--- config.mk ---
export PLATFORM = sky130hd
export DESIGN_NAME = pvs_top
export DESIGN_NICKNAME = d
export VERILOG_FILES = /design/src/design/pvs_pkg.sv /design/src/design/pvs_sar.sv /design/src/design/pvs_top.sv
export SDC_FILE = /design/constraint.sdc
export NUM_CORES = 1
export LEC_CHECK = 0
export BUFFER_PORTS_ARGS = -buffer_cell sky130_fd_sc_hd__buf_2
export CORE_ASPECT_RATIO = 1.2
export CORE_MARGIN = 3
export CORE_UTILIZATION = 62
export CTS_CLUSTER_DIAMETER = 50
export CTS_CLUSTER_SIZE = 20
export DETAILED_ROUTE_END_ITERATION = 16
export PLACE_DENSITY = 0.92
export SETUP_SLACK_MARGIN = 0.2
export SLEW_MARGIN = 10
export SYNTH_ARGS = -nofsm -noshare
export SYNTH_HDL_FRONTEND = slang
export SYNTH_SLANG_ARGS = --single-unit
--- constraint.sdc ---
create_clock -name mclk -period 4.59 [get_ports mclk]
set_input_delay 1.1475 -clock mclk [delete_from_list [all_inputs] [get_ports mclk]]
set_output_delay 1.1475 -clock mclk [all_outputs]
set_load 0.005 [all_outputs]
--- src/design/pvs_pkg.sv ---
/*
  Package for the pin volume converter control block: register offsets,
  field positions, reset values, converter timing and the shared structs.
  Assumes a register port of its own: page-qualified 7-bit register address.
*/
package pvs_pkg;

  // ****************************************************************
  // Register map
  // ****************************************************************
  localparam logic [6:0] PVS_OFS_PAGE    = 7'h00;
  localparam logic [6:0] PVS_OFS_CTRL    = 7'h74;
  localparam logic [6:0] PVS_OFS_GAIN    = 7'h75;
  localparam logic [7:0] PVS_PAGE_CTRL   = 8'h00;
  localparam logic [7:0] PVS_RST_PAGE    = 8'h00;
  localparam logic [7:0] PVS_RST_CTRL    = 8'h00;

  // Field positions of the converter control register
  localparam int PVS_BIT_SRC     = 7;
  localparam int PVS_BIT_CLKSEL  = 6;
  localparam int PVS_HYS_HI      = 5;
  localparam int PVS_HYS_LO      = 4;
  localparam int PVS_RATE_HI     = 2;
  localparam int PVS_RATE_LO     = 0;
  localparam logic [7:0] PVS_CTRL_WMASK = 8'hF7;

  // Hysteresis codes
  localparam logic [1:0] PVS_HYS_NONE = 2'h0;
  localparam logic [1:0] PVS_HYS_ONE  = 2'h1;
  localparam logic [1:0] PVS_HYS_TWO  = 2'h2;

  // ****************************************************************
  // Converter timing
  // ****************************************************************
  // Reference clock 12 MHz gives 15.625 Hz at rate code 0:
  // 12e6 / 15.625 = 768000 reference cycles per conversion at code 0.
  localparam int PVS_REF_HZ       = 12000000;
  localparam int PVS_BASE_RATE_MHZ = 15625; // milli-hertz
  localparam int PVS_BASE_DIV =
    (PVS_REF_HZ / PVS_BASE_RATE_MHZ) * 1000;
  localparam int PVS_SAR_BITS     = 7;

  // Register access carrier
  typedef struct packed {
    logic       wr;
    logic       rd;
    logic [6:0] addr;
    logic [7:0] wdata;
  } pvs_reg_req_t;

  typedef struct packed {
    logic       src_pin;
    logic       clk_mclk;
    logic [1:0] hys;
    logic [2:0] rate;
  } pvs_ctrl_t;

endpackage : pvs_pkg

--- src/design/pvs_sar.sv ---
/*
  Seven-bit successive-approximation sequencer for the volume sense pin.
  Assumes an external comparator answering whether the pin level is above
  the trial code, valid in the same cycle the trial code is presented.
*/
`timescale 1ns/1ns
`default_nettype none
module pvs_sar #(
  parameter int W = 7
) (
  // Clock and reset
  input  wire logic         mclk,
  input  wire logic         rst_n,
  // Control
  input  wire logic         enable,
  input  wire logic         step,
  input  wire logic         start,
  // Comparator
  input  wire logic         cmp_above,
  output logic [W-1:0]      trial,
  // Result
  output logic              done,
  output logic [W-1:0]      result
);

  initial begin
    if (W < 2) $error("pvs_sar: width too small");
  end

  typedef enum logic [1:0] {
    PVS_S_IDLE = 2'b00,
    PVS_S_CONV = 2'b01,
    PVS_S_DONE = 2'b10
  } pvs_sar_st_t;

  typedef struct packed {
    pvs_sar_st_t  st;
    logic [W-1:0] code;
    logic [W-1:0] bitm;
    logic [W-1:0] res;
  } pvs_sar_state_t;

  pvs_sar_state_t s_q, s_d;

  // ****************************************************************
  // Bit-by-bit search, one bit per converter clock step
  // ****************************************************************
  always_comb begin
    s_d = s_q;
    case (s_q.st)
      PVS_S_IDLE: begin
        if (enable && start) begin
          s_d.st   = PVS_S_CONV;
          s_d.bitm = {1'b1, {(W-1){1'b0}}};
          s_d.code = {1'b1, {(W-1){1'b0}}};
        end
      end
      PVS_S_CONV: begin
        if (!enable) begin
          s_d.st = PVS_S_IDLE; // Powered down mid-conversion
        end else if (step) begin
          // Keep the trial bit while the pin sits above it
          if (!cmp_above) s_d.code = s_q.code & ~s_q.bitm;
          if (s_q.bitm[0]) begin
            s_d.st  = PVS_S_DONE;
            s_d.res = cmp_above ? s_q.code : (s_q.code & ~s_q.bitm);
          end else begin
            s_d.bitm = s_q.bitm >> 1;
            s_d.code = (cmp_above ? s_q.code : (s_q.code & ~s_q.bitm))
                       | (s_q.bitm >> 1);
          end
        end
      end
      PVS_S_DONE: s_d.st = PVS_S_IDLE;
      default:    s_d.st = PVS_S_IDLE;
    endcase
  end

  always_ff @(posedge mclk or negedge rst_n) begin
    if (!rst_n) begin
      s_q <= '0;
    end else begin
      s_q <= s_d;
    end
  end

  assign trial  = s_q.code;
  assign done   = (s_q.st == PVS_S_DONE);
  assign result = s_q.res;

endmodule : pvs_sar
`default_nettype wire

--- src/design/pvs_top.sv ---
/*
  Pin volume converter control: page select, converter control register,
  gain readback, rate timing, clock source choice and hysteresis.
  Assumes a simple synchronous register port from the serial control logic
  and an analogue comparator plus oscillator tick from the analogue side.
*/
`timescale 1ns/1ns
`default_nettype none
module pvs_top #(
  parameter int BASE_DIV = pvs_pkg::PVS_BASE_DIV,
  parameter int GAIN_W   = pvs_pkg::PVS_SAR_BITS
) (
  // Clock and reset
  input  wire logic                mclk,
  input  wire logic                rst_n,
  // Register port
  input  wire pvs_pkg::pvs_reg_req_t reg_req,
  output logic [7:0]               reg_rdata,
  // Analogue side of the volume sense pin
  input  wire logic                osc_tick,
  input  wire logic                cmp_above,
  output logic [GAIN_W-1:0]        sar_trial,
  output logic                     sar_power_on,
  // Volume to the playback path
  input  wire logic [GAIN_W-1:0]   reg_volume,
  output logic [GAIN_W-1:0]        dac_volume,
  output logic                     volume_from_pin
);

  initial begin
    if (BASE_DIV < 16) $error("pvs_top: BASE_DIV too small");
    if (GAIN_W != 7) $error("pvs_top: gain code must be 7 bits");
  end

  localparam int CNT_W = $clog2(BASE_DIV + 1);

  // ****************************************************************
  // Reset release
  // ****************************************************************
  logic [1:0] rst_sync_q;
  logic       rst_n_i;

  // Two flops so the release lands clean on mclk
  always_ff @(posedge mclk or negedge rst_n) begin
    if (!rst_n) begin
      rst_sync_q <= 2'b00;
    end else begin
      rst_sync_q <= {rst_sync_q[0], 1'b1};
    end
  end
  assign rst_n_i = rst_sync_q[1];

  // ****************************************************************
  // State
  // ****************************************************************
  typedef struct packed {
    logic [7:0]        page;
    pvs_pkg::pvs_ctrl_t ctrl;
    logic [CNT_W-1:0]  rate_cnt;
    logic              start;
    logic [GAIN_W-1:0] applied;
    logic [GAIN_W-1:0] dac_vol;
    logic [7:0]        rdata;
  } pvs_state_t;

  pvs_state_t s_q, s_d;

  logic              sar_done;
  logic [GAIN_W-1:0] sar_result;
  logic              sar_step;
  logic [CNT_W-1:0]  rate_limit;
  logic [GAIN_W:0]   diff;
  logic              page0;

  assign page0 = (s_q.page == pvs_pkg::PVS_PAGE_CTRL);

  // Step source: master clock every cycle, or oscillator tick
  assign sar_step = s_q.ctrl.clk_mclk ? 1'b1 : osc_tick;

  // Period halves per rate code; on the oscillator the same count is in
  // oscillator ticks, so the rate follows the real oscillator
  assign rate_limit = CNT_W'(BASE_DIV >> s_q.ctrl.rate);

  // Distance between new result and applied code
  assign diff = (sar_result > s_q.applied)
              ? {1'b0, sar_result} - {1'b0, s_q.applied}
              : {1'b0, s_q.applied} - {1'b0, sar_result};

  // ****************************************************************
  // Next-state logic
  // ****************************************************************
  always_comb begin
    s_d       = s_q;
    s_d.start = 1'b0;

    // Register writes; page register sits at 0 of every page
    if (reg_req.wr) begin
      if (reg_req.addr == pvs_pkg::PVS_OFS_PAGE) begin
        s_d.page = reg_req.wdata;
      end else if (page0 && reg_req.addr == pvs_pkg::PVS_OFS_CTRL) begin
        // Reserved bit kept at reset value
        s_d.ctrl = pvs_pkg::pvs_ctrl_t'({reg_req.wdata[7:4],
                                          reg_req.wdata[2:0]});
      end
    end

    // Read data, registered
    s_d.rdata = 8'h00;
    if (reg_req.rd) begin
      if (reg_req.addr == pvs_pkg::PVS_OFS_PAGE) begin
        s_d.rdata = s_q.page;
      end else if (page0 && reg_req.addr == pvs_pkg::PVS_OFS_CTRL) begin
        s_d.rdata = {s_q.ctrl.src_pin, s_q.ctrl.clk_mclk, s_q.ctrl.hys,
                     1'b0, s_q.ctrl.rate};
      end else if (page0 && reg_req.addr == pvs_pkg::PVS_OFS_GAIN) begin
        s_d.rdata = {1'b0, s_q.applied};
      end
    end

    // Conversion rate timer, idle while converter is off
    if (!s_q.ctrl.src_pin) begin
      s_d.rate_cnt = '0;
    end else if (sar_step) begin
      if (s_q.rate_cnt >= rate_limit - CNT_W'(1)) begin
        s_d.rate_cnt = '0;
        s_d.start    = 1'b1;
      end else begin
        s_d.rate_cnt = s_q.rate_cnt + CNT_W'(1);
      end
    end

    // Hysteresis on the applied code
    if (sar_done) begin
      case (s_q.ctrl.hys)
        pvs_pkg::PVS_HYS_NONE: s_d.applied = sar_result;
        pvs_pkg::PVS_HYS_ONE:
          if (diff > (GAIN_W+1)'(1)) s_d.applied = sar_result;
        pvs_pkg::PVS_HYS_TWO:
          if (diff > (GAIN_W+1)'(2)) s_d.applied = sar_result;
        default: s_d.applied = s_q.applied; // Reserved: hold
      endcase
    end

    // Volume source choice
    s_d.dac_vol = s_q.ctrl.src_pin ? s_q.applied : reg_volume;
  end

  always_ff @(posedge mclk or negedge rst_n_i) begin
    if (!rst_n_i) begin
      s_q <= '0;
    end else begin
      s_q <= s_d;
    end
  end

  // ****************************************************************
  // Converter sequencer
  // ****************************************************************
  pvs_sar #(
    .W (GAIN_W)
  ) u_sar (
    .mclk      (mclk),
    .rst_n     (rst_n_i),
    .enable    (s_q.ctrl.src_pin),
    .step      (sar_step),
    .start     (s_q.start),
    .cmp_above (cmp_above),
    .trial     (sar_trial),
    .done      (sar_done),
    .result    (sar_result)
  );

  // Outputs
  assign reg_rdata       = s_q.rdata;
  assign dac_volume      = s_q.dac_vol;
  assign volume_from_pin = s_q.ctrl.src_pin;
  assign sar_power_on    = s_q.ctrl.src_pin;

endmodule : pvs_top
`default_nettype wire

# Word level (Yosys, flattened, before mapping)
# Index checks and enable logic that the tools add are counted.
dict set report op_classes {
  n_addsub 4
  n_eq_ne 15
  n_shift 1
  n_reduce_logical 16
  n_mux 25
  order_cmp 4
  bitwise 4
}
# cell n
set op_table {}
lappend op_table {{21-bit two-way mux} 2}
lappend op_table {{7-bit two-way mux} 6}
lappend op_table {{20-bit two-way mux} 2}
lappend op_table {{8-bit two-way mux} 4}
lappend op_table {{14-bit case mux with 2 select lines} 1}
lappend op_table {{23-bit two-way mux} 1}
lappend op_table {{7-bit case mux with 3 select lines} 1}
lappend op_table {{20-bit by 1-bit adder with 20-bit output (second input constant)} 1}
lappend op_table {{20-bit >= comparator} 1}
lappend op_table {{20-bit by 3-bit right shift with 20-bit output (first input constant)} 1}
lappend op_table {{20-bit by 1-bit subtractor with 20-bit output (second input constant)} 1}
lappend op_table {{16-bit two-way mux} 1}
lappend op_table {{7-bit by 7-bit subtractor with 8-bit output} 2}
lappend op_table {{7-bit equality test (second input constant)} 2}
lappend op_table {{14-bit two-way mux} 1}
lappend op_table {{4-bit AND reduction} 3}
lappend op_table {{2-bit inequality test (second input constant)} 5}
lappend op_table {{8-bit by 1-bit > comparator with 1-bit output (second input constant)} 1}
lappend op_table {{8-bit by 2-bit > comparator with 1-bit output (second input constant)} 1}
lappend op_table {{8-bit zero test} 1}
lappend op_table {{7-bit bitwise AND} 1}
lappend op_table {{7-bit > comparator} 1}
lappend op_table {{7-bit zero test} 1}
lappend op_table {{7-bit inverter} 1}
lappend op_table {{other kinds (17)} 27}
dict set report word_totals {
  regBits 83
  word_cells 85
}

# Depth between registers and ports, before layout
dict set report depth {
  ltp_word 8
  mapped_depth 12
  ltp_nobuf 11
}

# By module
# A second synthesis with hierarchy kept.
dict set report unflattened {
  hier_cells 510
  area_unflattened_um2 5109.9
}
# mod n_inst cells_per_inst area_each_um2
set by_module_without_submodules {}
lappend by_module_without_submodules {pvs_top 1 417 3963.8}
lappend by_module_without_submodules {pvs_sar 1 93 1146.1}

# Worst setup path after synthesis
# OpenSTA, ideal clock, no wires.
dict set report synth_timing {
  kind {in2reg}
  start {input port reg_req[12] (netlist bit)}
  end {register s_q[43] (netlist bit)}
  t_required_ps 4465
  setup_ps 125
  stages 7
  slack_ps 1789
  t_arrival_ps 2676
  path_cell_list {nand4b_1 > nor3b_1 > nand3_1 > nor3_1 > and3b_1 > buf_2 > mux2_2}
}
dict set report synth_between {
  elab_chain_cells 3
}
# item line
set synth_lines {}
lappend synth_lines {{start: declaration} pvs_top.sv:17} ;# input wire pvs_pkg::pvs_reg_req_t reg_req,
lappend synth_lines {{7-bit equality test or 7-bit zero test (tied branches)} {pvs_top.sv:100, pvs_top.sv:98}}
lappend synth_lines {{1-bit logical AND or 1-bit inverter (tied branches)} -}
lappend synth_lines {{3-bit AND reduction (no source line) *} -}
lappend synth_lines {{end signal: assignment} pvs_top.sv:150} ;# s_q <= '0;
lappend synth_lines {{end signal: assignment} pvs_top.sv:152} ;# s_q <= s_d;
lappend synth_lines {{end: declaration} pvs_top.sv:66} ;# pvs_state_t s_q, s_d;
# Every way passes the cells marked *; elsewhere a longest branch is shown, timed or not.
# A chain may end at the register's enable or synchronous reset.

# Final worst setup path
dict set report layout_timing {
  start {register u_sar.s_q (netlist bit u_sar.result[0])}
  end {register s_q[18] (netlist bit)}
}
dict set report layout_between {
  elab_chain_cells 5
}
# item line
set layout_lines {}
lappend layout_lines {{start: declaration} pvs_sar.sv:43} ;# pvs_sar_state_t s_q, s_d;
lappend layout_lines {{start signal: assignment} pvs_sar.sv:81} ;# s_q <= '0;
lappend layout_lines {{start signal: assignment} pvs_sar.sv:83} ;# s_q <= s_d;
lappend layout_lines {{7-bit by 7-bit subtractor with 8-bit output, or another cell as far along} pvs_top.sv:87} ;# : {1'b0, s_q.applied} - {1'b0, sar_result};
lappend layout_lines {{8-bit two-way mux *} pvs_top.sv:86} ;# ? {1'b0, sar_result} - {1'b0, s_q.applied}
lappend layout_lines {{8-bit by 2-bit > comparator with 1-bit output or 8-bit by 1-bit > comparator with 1-bit output (tied branches)} {pvs_top.sv:139, pvs_top.sv:137}}
lappend layout_lines {{2-bit inequality test (no source line)} -}
lappend layout_lines {{4-bit AND reduction (no source line) *} -}
# Marked as above.

==> results by group <==
Status
  • Status: complete, no violations

Finish
  • Area grow syn2layout: 5.97%
  • Storage cell area: 2080 sq um
  • Share of post-route cells with drive strength above 1: 17.6%
  • Final #Nets: 606
  • Non-filler instance count after layout: 640
  • ANT cells: 0
  • Fillers: 524
  • Area taken by multi-input logic gates: 2450 sq um
  • Fin area: 5220 sq um

Setup path
  • Critical path type: flop to flop
  • Slowest CP cell: or4_4
  • Top cell by count, worst path: inv_1
  • Req. time, crit path: 4860 ps
  • Crit path cell chain: inv_1 -> ha_1 -> inv_1 -> fa_1 -> a211oi_4 -> nor3_1 -> o32a_1 -> or4_4 -> o221ai_4 -> mux2i_1
  • Critical R2R Capture: s_q[18]
  • Crit path depth: 10
  • CP Max Fanout: 7
  • Critical path buffers and inverters: 2
  • Arrival @ worst endpoint: 3380 ps
  • CP startpoint kind: flop
  • Worst reg2reg setup slack: 1480 ps
  • Crit-path leading delay family: compound AO/OA/AOI/OAI gates
  • Reg-to-reg critical path startpoint: u_sar.result[0]
  • Slowest stage delay, CP: 560 ps
  • Crit end category: flop
  • Worst reg-to-reg path cell count: 10

Placement
  • Post-DP Area: 5020 sq um
  • Placed insts: 624
  • Post-DP HPWL: 7980 um
  • RD Place Congestion: 0.908
  • PortBufs: 51
  • Dpl ws: 1390 ps

Global routing
  • All-layer global routing usage: 25.0%
  • Largest net degree at the start of global routing: 82
  • First-pass GRT wire length: 18,100 um
  • Number of global-route vias before repair: 3,962
  • Antenna violations before repair: 0
  • Congestion Overflow GR: 0

Synth
  • Yosys top cell area share: 42.2%
  • Yosys reg bits: 83
  • Synth Net Count: 584
  • Mapped cell area: 4920 sq um
  • Post-synthesis cell count: 523
  • Synth area leader: dfrtp_1
  • Register area share after synthesis: 42.2%
  • Ys flop type: dfrtp_1
  • Synth area leaders: dfrtp_1 (42%), ha_1 (7.9%), nand2_1 (5.8%)
  • Yosys warns: 0
  • Post-synth EDFFs: 0
  • FFs w/ async S/R, synth: 100%
  • Avg Synthesized Cell Area: 9.41 sq um
  • Distinct cells, synth: 55

STA
  • Setup WS post-layout: 1480 ps
  • Setup TNS Final: 0 ps
  • Worst-Margin Slew: 1020 ps
  • Slew Limit Fails: 0
  • Number of setup violations in the final report: 0
  • Final hold vios: 0
  • Post-layout minimum cycle time: 3110 ps
  • Clock Skews: 8.45 ps
  • Worst hold slack: 360 ps
  • Final worst path period share: 67.7%
  • Max_slew headroom: 32.3%
  • RSZ-0062 raised after global routing: false
  • FMAX: 0.322 GHz

Detailed routing
  • DRT antenna net count: 0
  • 1st-iter DRT viols: 338
  • Vias per inst: 6.13
  • DRC viols: 0
  • Average wire per standard cell: 16.8 um
  • Via count: 3,920
  • Routed WL: 10,800 um
  • Drt first pass iters: 8

Clock network
  • H-Tree Depth: 3
  • Clock root cell: clkbuf_8
  • Clock Latency Late Sink: 350 ps
  • Postcts setup bufs: 0
  • Cts repair resizes: 0
  • Cts-stage hold buffer count: 0
  • Clk sink count: 83
  • CTS max path bufs: 2
  • Worst-path clk slew: 80 ps
  • CTS tree: done
  • Num CTS Buffers: 9

Floorplanning
  • Chip Height: 104 um
  • Site row count: 34
  • IO Count: 52
  • Core ar.: 7490 sq um
  • Die W: 87.4 um
  • Area of the die: 9050 sq um
  • Initial Util: 65.8%

Power
  • Power per cell area: 270 nW/um^2
  • Leak: 2.51 nW
  • Peak supply drop: 0.000200 V

Worst hold path
  • Hold crit path type: flop to flop
  • Hold path start: rst_sync_q[0]
  • Worst hold path depth: 0
  • Worst hold endpoint: rst_sync_q[1]

Job
  • Maxcap violations: 0
-- where the power goes --
group	total (mW)	leakage, nW	switching, mW	internal, mW
Sequential	0.783	1.05	0.0349	0.748
Combinational	0.112	1.38	0.0580	0.0539
Clock	0.514	0.0885	0.263	0.251
-- metal layers --
| metal | global-route usage (%) | share of wire [%] | vias to the layer above |
|---|---|---|---|
| li1 | - | - | 1851 |
| met1 | 30.0 | 39 | 1874 |
| met2 | 42.8 | 52 | 165 |
| met3 | 3.89 | 5.9 | 30 |
| met4 | 11.6 | 3.1 | 0 |
| met5 | 0 | 0 | - |
-- area by class of cell --
class | instances | share of cell area, %
clock inverters | 6 | 1.27
flip-flops and latches | 83 | 39.9
repair buffers | 52 | 5.04
multi-input cells | 369 | 47.1
inverters | 30 | 2.16
well taps | 90 | 2.16
clock buffers | 10 | 2.45
-- worst reg2reg max path, delay by kind of cell, from the launching register on --
kind	cells	cell delay (ps)
AOI/OAI and AO/OA	3	970
and+or+nand+nor	2	650
adders and majority gates	2	610
DFF	1	410
muxes	1	240
buffers and inverters	2	150
-- worst max-delay path by stage --
stage                         endpoint            start  slack, ps
final                          s_q[18]  u_sar.result[0]       1480
after global routing           s_q[30]          s_q[44]       1270
after CTS                      s_q[15]  u_sar.result[0]       1490
after detailed placement       s_q[43]      reg_req[12]       1390
after global placement    sar_power_on      reg_req[12]       1480
after floorplan                s_q[43]      reg_req[12]       1790
-- cell usage after synthesis, types with 2 or more instances --
| cell | n |
|---|---|
| or3_1 | 3 |
| nand2_1 | 76 |
| fa_1 | 2 |
| ha_1 | 31 |
| clkbuf_1 | 12 |
| nor4_1 | 2 |
| nor2b_1 | 18 |
| a31oi_1 | 8 |
| inv_1 | 30 |
| a21oi_1 | 25 |
| o31ai_1 | 7 |
| xnor2_1 | 10 |
| a222oi_1 | 6 |
| and3_1 | 5 |
| a21o_1 | 3 |
| mux2_2 | 21 |
| nand2b_1 | 3 |
| nand4b_1 | 2 |
| o21a_1 | 4 |
| mux2i_1 | 7 |
| dfrtp_1 | 83 |
| o21bai_1 | 2 |
| and2_1 | 3 |
| nor2_1 | 28 |
| o211ai_1 | 3 |
| nand4_1 | 8 |
| a22oi_1 | 2 |
| nand3_1 | 12 |
| buf_4 | 23 |
| o21ai_0 | 49 |
| nor3_1 | 5 |
| a21boi_0 | 2 |
| clkbuf_8 | 3 |
| nor3b_1 | 3 |
| or2_2 | 2 |
-- logic make-up after synthesis --
logic type	synth area share, %
flip-flops	42.2
XOR/XNOR	1.78
other	0.0762
AO/OA/AOI/OAI	15.7
buffers and inverters	7.95
AND/OR/NAND/NOR	17.4
multiplexers	6.23
adder cells (fa/ha/maj)	8.69
-- placed cells by master, fill, tap and decap left out, drive strengths merged, types with 4 or more instances in the layout --
cell	n
a21o	4
a21oi	25
a222oi	6
a31oi	8
and3	5
buf	52
clkbuf	10
dfrtp	83
ha	31
inv	30
mux2	21
mux2i	7
nand2	76
nand3	12
nand4	8
nor2	28
nor2b	18
nor3	5
o21a	4
o21ai	49
o31ai	7
xnor2	10
-- flip-flops by register name (all words and copies together) (netlist names) --
signal,count
u_sar.result,7
reg_rdata,8
u_sar.trial,7
dac_volume,7
sar_power_on,1
s_q,42
u_sar.s_q,9
rst_sync_q,2
-- through the flow --
stage | utilization (%) | power, mW
after global placement | 67.1 | 0.900
after global routing | 69.7 | 1.47
final | 69.7 | 1.41
after floorplan | - | 0.869
after detailed placement | 67.1 | 0.908
after CTS | 69.7 | 1.42
Note: power is estimated with default switching activity, not from simulation.
